==> src/common/nbu_uart_regs.vh <==
`ifndef NBU_UART_REGS_VH
`define NBU_UART_REGS_VH
// register indices, byte address is four times the index
`define NBU_IDX_PWR 8'h87
`define NBU_IDX_SCTL 8'h98
`define NBU_IDX_BUF 8'h99
`define NBU_IDX_FRAC 8'h9D
`define NBU_IDX_RATE 8'h9E
`define NBU_IDX_T2CTL 8'hC8
`define NBU_IDX_CFG 8'hAF
`define NBU_IDX_T1REL 8'hB0
`define NBU_IDX_T2RELL 8'hB1
`define NBU_IDX_T2RELH 8'hB2
// power_control fields
`define NBU_PWR_RATE_DOUBLE 7
// serial_control fields
`define NBU_SC_MODE_HI 7
`define NBU_SC_MODE_LO 6
`define NBU_SC_MP_FILTER 5
`define NBU_SC_RX_EN 4
`define NBU_SC_TX_NINTH 3
`define NBU_SC_RX_NINTH 2
`define NBU_SC_TX_DONE 1
`define NBU_SC_RX_DONE 0
// fraction_divider fields
`define NBU_FD_TIMER_EN 7
// timer_two_ctrl fields
`define NBU_T2_RX_SEL 5
`define NBU_T2_TX_SEL 4
// config fields
`define NBU_CFG_EXT_RX 0
`define NBU_CFG_OVERWRITE 1
// reset values
`define NBU_RST_REG8 8'h00
`define NBU_RST_REL16 16'h0000
// timing counts
`define NBU_SHIFT_DIV 4'd12
`define NBU_SHIFT_HALF 4'd6
`define NBU_SHIFT_SAMPLE 4'd10
`define NBU_OVS_LAST 4'd15
`define NBU_START_CHECK 4'd7
`define NBU_FRAC_ONE 18'd64
`endif

==> src/hdl/nbu_uart_core.v <==
// The APB interface to the registers is this design's own decision.
`timescale 1ns/100ps
`include "nbu_uart_regs.vh"

// Notes on behaviour
// RULE1 - mode bits 10 select fixed-rate 9-bit
// RULE2 - fixed rate: clock/32, or /16 doubled
// RULE3 - frame: start, eight data LSB first, ninth, stop
// RULE4 - tx shifter takes buffer and tx ninth bit
// RULE5 - tx starts only at next bit tick
// RULE6 - tx done set as stop bit appears
// RULE7 - plain receiver needs rx done clear
// RULE8 - multiproc filter keeps ninth-bit-one frames only
// RULE9 - failed frame dropped, rx done untouched
// RULE10 - accept: buffer, ninth bit, set rx done
// RULE11 - mode bits 11: 9-bit at variable rate
// RULE12 - variable rate from t1, t2 or timer
// RULE13 - any buffer write starts a transmission
// RULE14 - rx start: shift mode flag, else start bit
// RULE15 - shift-register mode runs at clock/12
// RULE16 - t1 rate: overflow times 2^double over 32
// RULE17 - t2 rate: sixteen overflows per bit
// RULE18 - t2 counts once per two clocks
// RULE19 - t2 drives tx and/or rx by selects
// RULE20 - timer exponent is div plus extended field
// RULE21 - timer bit: 16*2^exp*(1+frac/64) clocks
// RULE22 - timer enable overrides double and t2 selects
// RULE23 - extended rx accepts even with rx done set, flags overwrite
// RULE24 - sixteen-times sampling, start checked mid-bit
// RULE25 - buffer writes tx holding, reads rx holding
module nbu_uart_core (
  // apb slave
  input wire pclk,
  input wire presetn,
  input wire psel,
  input wire penable,
  input wire pwrite,
  input wire [9:0] paddr,
  input wire [31:0] pwdata,
  output reg [31:0] prdata,
  output wire pready,
  output wire pslverr,
  // serial pins
  output reg txd,
  input wire rxd_in,
  output reg rxd_out,
  output reg rxd_oe_n
);

  localparam RX_IDLE = 2'b00;
  localparam RX_START = 2'b01;
  localparam RX_DATA = 2'b10;

  reg [7:0] pwr_ctrl;
  reg [7:0] sctl;
  reg [7:0] rx_buf;
  reg [7:0] tx_hold;
  reg [7:0] frac_div;
  reg [4:0] rate_ctrl;
  reg [7:0] t2ctl;
  reg [1:0] cfg;
  reg [7:0] t1_reload_value;
  reg [15:0] t2_reload;
  reg [7:0] rd_mux;
  reg hit;
  reg rxd_s1;
  reg rxd_s2;
  reg [7:0] t1_cnt;
  reg t1_half;
  reg [15:0] t2_cnt;
  reg t2_pre;
  reg [17:0] ded_acc;
  reg fix_pre;
  reg [3:0] m0_cnt;
  reg [3:0] tx_sub;
  reg [3:0] rx_sub;
  reg tx_busy;
  reg tx_pending;
  reg [9:0] tx_shift;
  reg [3:0] tx_cnt;
  reg [1:0] rx_state;
  reg [3:0] rx_cnt;
  reg [7:0] rx_shift;
  reg m0_rx_busy;

  wire [7:0] idx = paddr[9:2];
  wire setup = psel & ~penable;
  wire access = psel & penable;
  wire wr = access & pwrite & hit;
  wire rd = access & ~pwrite & hit;
  wire buf_wr = wr & (idx == `NBU_IDX_BUF);
  wire buf_rd = rd & (idx == `NBU_IDX_BUF);
  wire [1:0] mode = {sctl[`NBU_SC_MODE_HI], sctl[`NBU_SC_MODE_LO]};
  wire mode0 = (mode == 2'b00);
  wire ext_rx = cfg[`NBU_CFG_EXT_RX];
  wire ri = sctl[`NBU_SC_RX_DONE];
  wire timer_en = frac_div[`NBU_FD_TIMER_EN];
  // timer enable masks rate double and both t2 selects
  // RULE22 override bits
  wire dbl = pwr_ctrl[`NBU_PWR_RATE_DOUBLE] & ~timer_en;
  wire t2_tx = t2ctl[`NBU_T2_TX_SEL] & ~timer_en;
  wire t2_rx = t2ctl[`NBU_T2_RX_SEL] & ~timer_en;
  wire t1_ovf = (t1_cnt == 8'hFF);
  wire t2_ovf = t2_pre & (t2_cnt == 16'hFFFF) & (t2_tx | t2_rx);
  wire t1_tick = t1_ovf & (dbl | t1_half);
  wire fix_tick = dbl | fix_pre;
  wire [3:0] exp_sum = {1'b0, rate_ctrl[2:0]} + {2'b00, rate_ctrl[4:3]};
  wire [17:0] ded_lim = {11'h000, 1'b1, frac_div[5:0]} << exp_sum;
  wire [17:0] ded_sum = ded_acc + `NBU_FRAC_ONE;
  wire ded_tick = (ded_sum >= ded_lim);
  wire m0_bound = (m0_cnt == `NBU_SHIFT_DIV - 4'd1);
  wire [3:0] n_last = (mode == 2'b01) ? 4'd8 : 4'd9;

  // per-direction sixteen-times tick source
  // RULE1 RULE2 fixed pick
  // RULE11 RULE12 RULE19 variable pick
  reg tx_tick;
  reg rx_tick;
  always @* begin
    if (mode == 2'b10) begin
      tx_tick = fix_tick;
      rx_tick = fix_tick;
    end else if (timer_en) begin
      tx_tick = ded_tick;
      rx_tick = ded_tick;
    end else begin
      tx_tick = t2_tx ? t2_ovf : t1_tick;
      rx_tick = t2_rx ? t2_ovf : t1_tick;
    end
  end

  wire tx_bit = tx_tick & (tx_sub == `NBU_OVS_LAST);
  // RULE6 done at stop
  wire ti_set = (~mode0 & tx_busy & tx_bit & (tx_cnt == n_last)) |
    (mode0 & tx_busy & m0_bound & (tx_cnt == 4'd7));
  wire rx_final = ~mode0 & (rx_state == RX_DATA) & rx_tick &
    (rx_sub == `NBU_OVS_LAST) & (rx_cnt == 4'd8);
  // RULE7 RULE8 RULE23 acceptance
  wire rx_ok = (ext_rx | ~ri) &
    (~sctl[`NBU_SC_MP_FILTER] | rxd_s2);
  wire rx_accept = rx_final & rx_ok;
  wire m0_rx_done = m0_rx_busy & m0_bound & (rx_cnt == 4'd8);

  // zero-wait slave, unmapped index answers with an error
  assign pready = 1'b1;
  assign pslverr = access & ~hit;

  // read mux and decode, unused frac, rate and cfg bits read as zero
  // RULE25 rx holding read
  always @* begin
    hit = 1'b1;
    rd_mux = 8'h00;
    case (idx)
      `NBU_IDX_PWR: rd_mux = pwr_ctrl;
      `NBU_IDX_SCTL: rd_mux = sctl;
      `NBU_IDX_BUF: rd_mux = rx_buf;
      `NBU_IDX_FRAC: rd_mux = {frac_div[7], 1'b0, frac_div[5:0]};
      `NBU_IDX_RATE: rd_mux = {3'b000, rate_ctrl};
      `NBU_IDX_T2CTL: rd_mux = t2ctl;
      `NBU_IDX_CFG: rd_mux = {6'h00, cfg};
      `NBU_IDX_T1REL: rd_mux = t1_reload_value;
      `NBU_IDX_T2RELL: rd_mux = t2_reload[7:0];
      `NBU_IDX_T2RELH: rd_mux = t2_reload[15:8];
      default: hit = 1'b0;
    endcase
  end

  // read data captured in the setup phase so it comes from a flop
  always @(posedge pclk or negedge presetn) begin
    if (!presetn) begin
      prdata <= 32'h00000000;
    end else if (setup) begin
      prdata <= {24'h000000, rd_mux};
    end
  end

  // register file; hardware sets are placed last so they win
  always @(posedge pclk or negedge presetn) begin
    if (!presetn) begin
      pwr_ctrl <= `NBU_RST_REG8;
      sctl <= `NBU_RST_REG8;
      rx_buf <= `NBU_RST_REG8;
      tx_hold <= `NBU_RST_REG8;
      frac_div <= `NBU_RST_REG8;
      rate_ctrl <= 5'h00;
      t2ctl <= `NBU_RST_REG8;
      cfg <= 2'b00;
      t1_reload_value <= `NBU_RST_REG8;
      t2_reload <= `NBU_RST_REL16;
    end else begin
      if (wr) begin
        case (idx)
          `NBU_IDX_PWR: pwr_ctrl <= pwdata[7:0];
          `NBU_IDX_SCTL: sctl <= pwdata[7:0];
          // RULE25 tx holding write
          `NBU_IDX_BUF: tx_hold <= pwdata[7:0];
          `NBU_IDX_FRAC: frac_div <= pwdata[7:0];
          `NBU_IDX_RATE: rate_ctrl <= pwdata[4:0];
          `NBU_IDX_T2CTL: t2ctl <= pwdata[7:0];
          `NBU_IDX_CFG: cfg[`NBU_CFG_EXT_RX] <= pwdata[0];
          `NBU_IDX_T1REL: t1_reload_value <= pwdata[7:0];
          `NBU_IDX_T2RELL: t2_reload[7:0] <= pwdata[7:0];
          `NBU_IDX_T2RELH: t2_reload[15:8] <= pwdata[7:0];
          default: ;
        endcase
      end
      // overwrite flag clears on a buffer read
      if (buf_rd) begin
        cfg[`NBU_CFG_OVERWRITE] <= 1'b0;
      end
      if (ti_set) begin
        sctl[`NBU_SC_TX_DONE] <= 1'b1;
      end
      // RULE10 accept store
      // RULE9 drop keeps flag
      if (rx_accept) begin
        rx_buf <= rx_shift;
        sctl[`NBU_SC_RX_NINTH] <= rxd_s2;
        sctl[`NBU_SC_RX_DONE] <= 1'b1;
      end
      // RULE23 overwrite flag
      if (rx_accept & ext_rx & ri) begin
        cfg[`NBU_CFG_OVERWRITE] <= 1'b1;
      end
      if (m0_rx_done) begin
        rx_buf <= rx_shift;
        sctl[`NBU_SC_RX_DONE] <= 1'b1;
      end
    end
  end

  // pin synchroniser, only the second stage is read
  always @(posedge pclk or negedge presetn) begin
    if (!presetn) begin
      rxd_s1 <= 1'b1;
      rxd_s2 <= 1'b1;
    end else begin
      rxd_s1 <= rxd_in;
      rxd_s2 <= rxd_s1;
    end
  end

  // rate sources: t1 per clock, t2 per two clocks, fractional timer
  // RULE16 t1 autoreload
  // RULE17 RULE18 t2 half rate
  // RULE20 RULE21 fractional acc
  always @(posedge pclk or negedge presetn) begin
    if (!presetn) begin
      t1_cnt <= 8'h00;
      t1_half <= 1'b0;
      t2_cnt <= 16'h0000;
      t2_pre <= 1'b0;
      ded_acc <= 18'h00000;
      fix_pre <= 1'b0;
      m0_cnt <= 4'h0;
    end else begin
      t1_cnt <= t1_ovf ? t1_reload_value : t1_cnt + 8'h01;
      if (t1_ovf) begin
        t1_half <= ~t1_half;
      end
      t2_pre <= ~t2_pre;
      if (t2_pre) begin
        t2_cnt <= (t2_cnt == 16'hFFFF) ? t2_reload : t2_cnt + 16'h0001;
      end
      // accumulator averages the fraction without drift
      ded_acc <= ded_tick ? ded_sum - ded_lim : ded_sum;
      fix_pre <= ~fix_pre;
      // RULE15 twelve clock shift
      m0_cnt <= m0_bound ? 4'h0 : m0_cnt + 4'h1;
    end
  end

  // transmitter: async frames and shift-register mode
  always @(posedge pclk or negedge presetn) begin
    if (!presetn) begin
      txd <= 1'b1;
      rxd_out <= 1'b1;
      rxd_oe_n <= 1'b1;
      tx_busy <= 1'b0;
      tx_pending <= 1'b0;
      tx_shift <= 10'h3FF;
      tx_cnt <= 4'h0;
      tx_sub <= 4'h0;
    end else begin
      if (tx_tick) begin
        tx_sub <= tx_sub + 4'h1;
      end
      if (mode0) begin
        // shift clock low for the first half of each bit
        txd <= ~((tx_busy | m0_rx_busy) & (m0_cnt < `NBU_SHIFT_HALF));
        if (m0_bound) begin
          if (!tx_busy && tx_pending && !m0_rx_busy) begin
            tx_busy <= 1'b1;
            tx_pending <= 1'b0;
            rxd_oe_n <= 1'b0;
            rxd_out <= tx_hold[0];
            tx_shift <= {2'b11, tx_hold};
            tx_cnt <= 4'h0;
          end else if (tx_busy && tx_cnt == 4'd7) begin
            tx_busy <= 1'b0;
            rxd_oe_n <= 1'b1;
            rxd_out <= 1'b1;
          end else if (tx_busy) begin
            rxd_out <= tx_shift[1];
            tx_shift <= {1'b1, tx_shift[9:1]};
            tx_cnt <= tx_cnt + 4'h1;
          end
        end
      end else if (tx_bit) begin
        // RULE5 wait bit tick
        if (!tx_busy && tx_pending) begin
          // RULE3 RULE4 frame load
          tx_busy <= 1'b1;
          tx_pending <= 1'b0;
          txd <= 1'b0;
          tx_shift <= {1'b1, (mode == 2'b01) | sctl[`NBU_SC_TX_NINTH],
            tx_hold};
          tx_cnt <= 4'h0;
        end else if (tx_busy && tx_cnt == n_last + 4'd1) begin
          tx_busy <= 1'b0;
          txd <= 1'b1;
        end else if (tx_busy) begin
          txd <= tx_shift[0];
          tx_shift <= {1'b1, tx_shift[9:1]};
          tx_cnt <= tx_cnt + 4'h1;
        end
      end
      // RULE13 buffer write starts
      if (buf_wr) begin
        tx_pending <= 1'b1;
      end
    end
  end

  // receiver: sixteen-times sampling, plus shift-register reception
  always @(posedge pclk or negedge presetn) begin
    if (!presetn) begin
      rx_state <= RX_IDLE;
      rx_sub <= 4'h0;
      rx_cnt <= 4'h0;
      rx_shift <= 8'h00;
      m0_rx_busy <= 1'b0;
    end else if (mode0) begin
      rx_state <= RX_IDLE;
      // RULE14 shift-mode start
      if (m0_bound && !m0_rx_busy && !tx_busy && !tx_pending &&
          sctl[`NBU_SC_RX_EN] && !ri) begin
        m0_rx_busy <= 1'b1;
        rx_cnt <= 4'h0;
      end else if (m0_rx_done) begin
        m0_rx_busy <= 1'b0;
      end else if (m0_rx_busy && m0_cnt == `NBU_SHIFT_SAMPLE) begin
        rx_shift <= {rxd_s2, rx_shift[7:1]};
        rx_cnt <= rx_cnt + 4'h1;
      end
    end else begin
      m0_rx_busy <= 1'b0;
      if (rx_tick) begin
        case (rx_state)
          RX_IDLE: begin
            // RULE14 start bit
            if (sctl[`NBU_SC_RX_EN] && !rxd_s2) begin
              rx_state <= RX_START;
              rx_sub <= 4'h0;
            end
          end
          RX_START: begin
            rx_sub <= rx_sub + 4'h1;
            // RULE24 mid start check
            if (rx_sub == `NBU_START_CHECK) begin
              rx_state <= rxd_s2 ? RX_IDLE : RX_DATA;
              rx_sub <= 4'h0;
              rx_cnt <= 4'h0;
            end
          end
          RX_DATA: begin
            rx_sub <= rx_sub + 4'h1;
            if (rx_sub == `NBU_OVS_LAST) begin
              rx_cnt <= rx_cnt + 4'h1;
              if (rx_cnt == 4'd8) begin
                rx_state <= RX_IDLE;
              end else begin
                rx_shift <= {rxd_s2, rx_shift[7:1]};
              end
            end
          end
          default: rx_state <= RX_IDLE;
        endcase
      end
    end
  end

endmodule // nbu_uart_core

==> config.mk <==
export PLATFORM = sky130hd
export DESIGN_NAME = nbu_uart_core
export DESIGN_NICKNAME = d
export VERILOG_FILES = /design/src/hdl/nbu_uart_core.v
export VERILOG_INCLUDE_DIRS = /design/src /design/src/common
export SDC_FILE = /design/constraint.sdc
export NUM_CORES = 1
export LEC_CHECK = 0
export BUFFER_PORTS_ARGS = -buffer_cell sky130_fd_sc_hd__buf_2
export CORE_MARGIN = 2
export CORE_UTILIZATION = 65
export DETAILED_ROUTE_END_ITERATION = 16
export PLACE_DENSITY_LB_ADDON = 0.25
export SETUP_SLACK_MARGIN = 0.3
export SYNTH_ARGS = -nofsm -noshare
export SYNTH_HDL_FRONTEND = slang
export SYNTH_SLANG_ARGS = --single-unit
==> constraint.sdc <==
create_clock -name pclk -period 8.4 [get_ports pclk]
set_input_delay 1.26 -clock pclk [delete_from_list [all_inputs] [get_ports pclk]]
set_output_delay 1.26 -clock pclk [all_outputs]
set_load 0.05 [all_outputs]
# ---- Yosys cells after proc, flatten, opt, wreduce, memory -nomap -nowiden
# Index checks and enable logic that the tools add are counted.
dict set report op_classes {
  addsub 11
  n_shift 1
  n_reduce_logical 62
  n_eq_ne 43
  n_lt_le_gt_ge 2
  bitwise_logic 52
  mux 92
}
# cell count
set ops {}
lappend ops {{$eq A8 B8 Y1 const B} 11}
lappend ops {{$mux W8} 11}
lappend ops {{$mux W10} 8}
lappend ops {{$pmux W8 S10} 1}
lappend ops {{$mux W4} 18}
lappend ops {{$mux W1} 40}
lappend ops {{$and A1 B1 Y1} 33}
lappend ops {{$reduce_and A2 Y1} 14}
lappend ops {{$add A4 B1 Y4 const B} 6}
lappend ops {{$reduce_bool A3 Y1} 8}
lappend ops {{$reduce_bool A2 Y1} 11}
lappend ops {{$eq A4 B4 Y1 const B} 5}
lappend ops {{$add A18 B7 Y18 const B} 1}
lappend ops {{$ge A18 B18 Y1} 1}
lappend ops {{$mux W18} 1}
lappend ops {{$shl A7 B4 Y18} 1}
lappend ops {{$sub A18 B18 Y18} 1}
lappend ops {{$add A16 B1 Y16 const B} 1}
lappend ops {{$eq A16 B16 Y1 const B} 1}
lappend ops {{$mux W16} 1}
lappend ops {{$reduce_and A4 Y1} 4}
lappend ops {{$ne A3 B2 Y1 const B} 5}
lappend ops {{$mux W2} 7}
lappend ops {{$ne A3 B3 Y1 const B} 4}
lappend ops {{other kinds (25)} 69}
dict set report word_totals {
  inputBits 48
  reg_bits 180
}

# ---- Longest topological paths before layout
dict set report depth {
  depth_word 14
  mapped_depth 18
  ltp_nobuf 15
}

# ---- Worst setup path before layout
# No wires, ideal clock.
dict set report synth_timing {
  path_type {input -> output}
  from {in paddr[4]}
  to {out pslverr}
  n_path_buf 1
  stages 5
  setup_slack_ns 4.019
  arrival_time_ns 3.121
  cell_sequence {clkbuf_1 > nor4_4 > o21bai_1 > or4_4 > nor2_1}
}
dict set report synth_between {
  elab_chain_cells 5
  elab_cells_between_ends 14
  classes_between {10 x eq/ne; 1 x mux; 2 x bitwise; 1 x reduce/logical}
}
# item line
set synth_lines {}
lappend synth_lines {{start, declared} nbu_uart_core.v:38} ;# input wire [9:0] paddr,
lappend synth_lines {{$eq A8 B8 Y1} nbu_uart_core.v:153} ;# case (idx)
lappend synth_lines {{$reduce_or A10 Y1 (no source line) *} -}
lappend synth_lines {{$mux W1 *} nbu_uart_core.v:153}
lappend synth_lines {{$not A1 Y1 *} nbu_uart_core.v:146} ;# assign pslverr = access & ~hit;
lappend synth_lines {{$and A1 B1 Y1 *} nbu_uart_core.v:146}
lappend synth_lines {{end, declared} nbu_uart_core.v:42} ;# output wire pslverr,
# Every way passes the cells marked *; elsewhere a longest branch is shown, timed or not.

# ---- Final worst setup path
dict set report layout_timing {
  from {reg rate_ctrl[0]}
  to {reg tx_shift[2]}
}
dict set report layout_between {
  elab_chain_cells 8
}
# item line
set layout_lines {}
lappend layout_lines {{start, declared} nbu_uart_core.v:59} ;# reg [4:0] rate_ctrl;
lappend layout_lines {{start signal, assigned} nbu_uart_core.v:198} ;# `NBU_IDX_RATE: rate_ctrl <= pwdata[4:0];
lappend layout_lines {{$add A3 B2 Y4} nbu_uart_core.v:107} ;# wire [3:0] exp_sum = {1'b0, rate_ctrl[2:0]} + {2'b00, rate_ctrl[4:3]};
lappend layout_lines {{$shl A7 B4 Y18} nbu_uart_core.v:108} ;# wire [17:0] ded_lim = {11'h000, 1'b1, frac_div[5:0]} << exp_sum;
lappend layout_lines {{$ge A18 B18 Y1} nbu_uart_core.v:110} ;# wire ded_tick = (ded_sum >= ded_lim);
lappend layout_lines {{$mux W1} nbu_uart_core.v:123} ;# end else if (timer_en) begin
lappend layout_lines {{$mux W1} nbu_uart_core.v:120} ;# if (mode == 2'b10) begin
lappend layout_lines {{$and A1 B1 Y1} nbu_uart_core.v:132} ;# wire tx_bit = tx_tick & (tx_sub == `NBU_OVS_LAST);
lappend layout_lines {{$reduce_bool A2 Y1 (no source line)} -}
lappend layout_lines {{$reduce_and A4 Y1 (no source line)} -}
lappend layout_lines {{end signal, assigned} nbu_uart_core.v:297} ;# tx_shift <= {2'b11, tx_hold};
lappend layout_lines {{end signal, assigned} nbu_uart_core.v:305} ;# tx_shift <= {1'b1, tx_shift[9:1]};
lappend layout_lines {{end signal, assigned} nbu_uart_core.v:316} ;# tx_shift <= {1'b1, (mode == 2'b01) | sctl[`NBU_SC_TX_NINTH],
lappend layout_lines {{end, declared} nbu_uart_core.v:79} ;# reg [9:0] tx_shift;
# Every way passes these cells.
# A chain may end at the register's enable or synchronous reset.

==> metrics.txt <==
worst min path class register to register; TritonCTS Buffers 17; placed inst area between 10,000 and 15,000 um^2; clock sinks 179; Remaining DRCs 0; Critical Path AT 5.78 ns; Yosys top cell area share 39.9%; vias per inst about 6.3; Synth area leaders dfrtp_1, mux2_2, nand2_1, ha_1, dfstp_2; syn_area_per_cell 9.86 um^2; Leak Pwr 5.03 nW; WP buf/inv 0; Post-CTS Repair Setup Buffers 0; status completed; fin crit share 64.5%; die width between 100 and 150 um; peak supply drop 0.220 mV; grt ovf 0; crit path cell chain ha_1 > fa_1 > mux2_2 > o21ai_0 > nand2_1 > ha_1 > nand2_1 > o21ai_1 > nor2_1 > a311oi_1 > o21ai_1 > a21oi_1 > a2bb2oi_1; Clk Latency, worst-skew pair 0.44 ns; final hold vios 0; Cell Area, Synth 10,300 um^2; routing usage on met3 under 10%; Max Cap Viol 0; unrepaired setup endpoints after global routing false; pwr dens 255 nW/um^2; delay-heaviest family, CP compound AO/OA/AOI/OAI gates; setup violators final 0; met2 usage 48.2%; crit-path max cell delay between 0.7 and 0.8 ns; vias in the first global route 7,707; Post-synth EDFFs 0; diodes inserted 0; largest net degree at the start of global routing 100; Rows 45; Slowest cell on crit path a21oi_1; Yosys Warn Count 0; Gate Count Post-Synth 1,043; Slew Limit Headroom 33.3%; post-cts resize count 0; die footprint between 15,000 and 20,000 um^2; DRT antenna net count 0; Fillers 1,140; top_reg_cell synth dfrtp_1; Worst Path Required 8.76 ns; final critical-path required period 5.42 ns; cts hold-fix bufs 0; drt first pass iters 5; FF-to-FF setup slack 2.98 ns; clk buf depth 2; Slew @ Worst Pin 1.00 ns; nets 1,148; met1 global-route usage 40.3%; Die Span Y 130 um; core area roughly 15,000 um^2; CTS tree yes; wire per inst approximately 18 um; IO Count 85; global placement routability congestion 0.880; achievable frequency 185 MHz; share of layout cells above drive strength 1 17.8%; ys async rst share 100%; initial DRC count 566; initial antenna violation count 0; All-Layer GR Usage 29.6%; first-pass GRT wire length 38,900 um; setup tns final 0 ns; Top Usage Layer GRT met2; register area 4500 um^2; share of the yosys chip area belonging to registers between 40% and 50%; Multi-input gate area 5410 um^2; #FFs+latches synth about 180; synthesis-to-finish area growth 8.21%; via count 8,053; Port Buffers 33; H-Tree Depth 4; CTS clock-pin slew for the worst setup and hold paths 0.07 ns; Initial Util 67.2%; WL final approximately 24,000 um; largest fanout on the critical path 14; Worst setup SP type register; WS Path Type register to register; root buffer cell clkbuf_16; critical path endpoint category register; final instance area 11,100 um^2; Max Slew Vio Count 0; skew final 0.0153 ns; area leader, netlist dfrtp_1; Unique masters post-synth 85; Post-DP HPWL about 17,000 um
-- sequential cells by signal, summed over array words and instances (netlist names), 5 cells and up --
name / flops
t2ctl: 8
pwr_ctrl: 8
t2_cnt: 16
t2_reload: 16
rx_shift: 8
sctl: 8
tx_shift: 10
t1_reload_value: 8
rate_ctrl: 5
ded_acc: 18
tx_hold: 8
frac_div: 7
rx_buf: 8
prdata: 8
t1_cnt: 8
-- kinds of logic after synthesis --
logic type / share of synthesized area [%]
muxes: 11.4
DFF: 43.7
adders and majority gates: 4.53
and+or+nand+nor: 16.8
xor gates and xnor gates: 2.90
buffers and inverters: 4.49
AOI/OAI and AO/OA: 16.1
other: 0.0730
-- power by group --
part           leakage, nW  internal [mW]  switching [mW]
Sequential            2.33          0.969          0.0698
Clock                0.295          0.460           0.360
Combinational         2.41          0.379           0.595
Total                 5.03           1.81            1.02
-- metal layers --
| layer | share of wire [%] | wire, um |
|---|---|---|
| met5 | 0 | 0 |
| met4 | 2.4 | 561 |
| met3 | 5.6 | 1330 |
| met2 | 49 | 11500 |
| met1 | 43 | 10200 |
-- Yosys cell counts, drive strengths merged (3+ instances only) --
cell type    n
nand3b       5
buf         34
a31oi       16
nor2        65
a21oi       48
a21boi       3
o21ai       69
ha          34
and3        15
a21o        11
nand4       15
o31a         3
nor3b        6
mux2i       16
inv         36
xnor2       19
and2         8
a222oi      10
dfstp       15
a211oi       5
nor2b        8
or2          5
or3          5
o21bai       6
nor3        24
o21a         7
dfrtp      164
nand2b      13
o22ai       11
nor4         4
o211ai       6
nand2      117
o41ai        3
nand3       38
a311oi       3
and4         4
a2bb2oi      9
o2bb2ai      4
xor2        15
mux2        88
o31ai        7
a22oi        9
clkbuf      25
-- worst paths after layout --
kind,start,to,cells past startpoint
max in group asynchronous,presetn,t1_cnt[0],2
min in group asynchronous,presetn,ded_acc[7],1
worst min register to register,rxd_s1,rxd_s2,0
worst max register to register,rate_ctrl[0],tx_shift[2],13
worst min-delay path,rxd_s1,rxd_s2,0
worst max-delay path,rate_ctrl[0],tx_shift[2],13
-- area by class of cell --
class	instances	share of cell area (%)
inverter	37	1.25
tap	211	2.37
clock inverter	12	1.45
timing repair buffer	38	1.88
sequential	179	40.4
clock buffer	20	4.01
multi-input combinational	791	48.6
-- stage by stage --
stage | hold WS, ns | cells | worst slack [ns] | power [mW] | utilization [%]
global placement | 0.347 | 1256 | 3.19 | 1.97 | 68.7
floorplan | 0.345 | 1066 | 4.02 | 1.80 | -
detailed placement | 0.349 | 1256 | 3.17 | 2.00 | 68.7
finish | 0.358 | 1288 | 2.98 | 2.83 | 72.7
CTS | 0.359 | 1288 | 3.16 | 2.83 | 72.7
global route | 0.360 | 1288 | 2.57 | 3.01 | 72.7
-- layout by cell type, fill, tap and decap left out, types with 7 or more instances in the layout --
cell type	instances
dfrtp_1	164
xnor2_1	19
nor3_1	22
inv_1	36
o21a_1	7
nand2_1	117
a21oi_1	48
buf_2	32
and3_1	15
nor2_1	64
nand2b_1	13
o21ai_0	66
ha_1	34
nor2b_1	8
o22ai_1	11
a222oi_1	10
mux2i_1	16
xor2_1	15
conb_1	25
clkbuf_16	17
a21o_1	11
a22oi_1	9
a2bb2oi_1	9
mux2_2	88
a31oi_1	15
nand4_1	15
nand3_1	37
dfstp_2	15
Power figures use the tool's default switching activity.
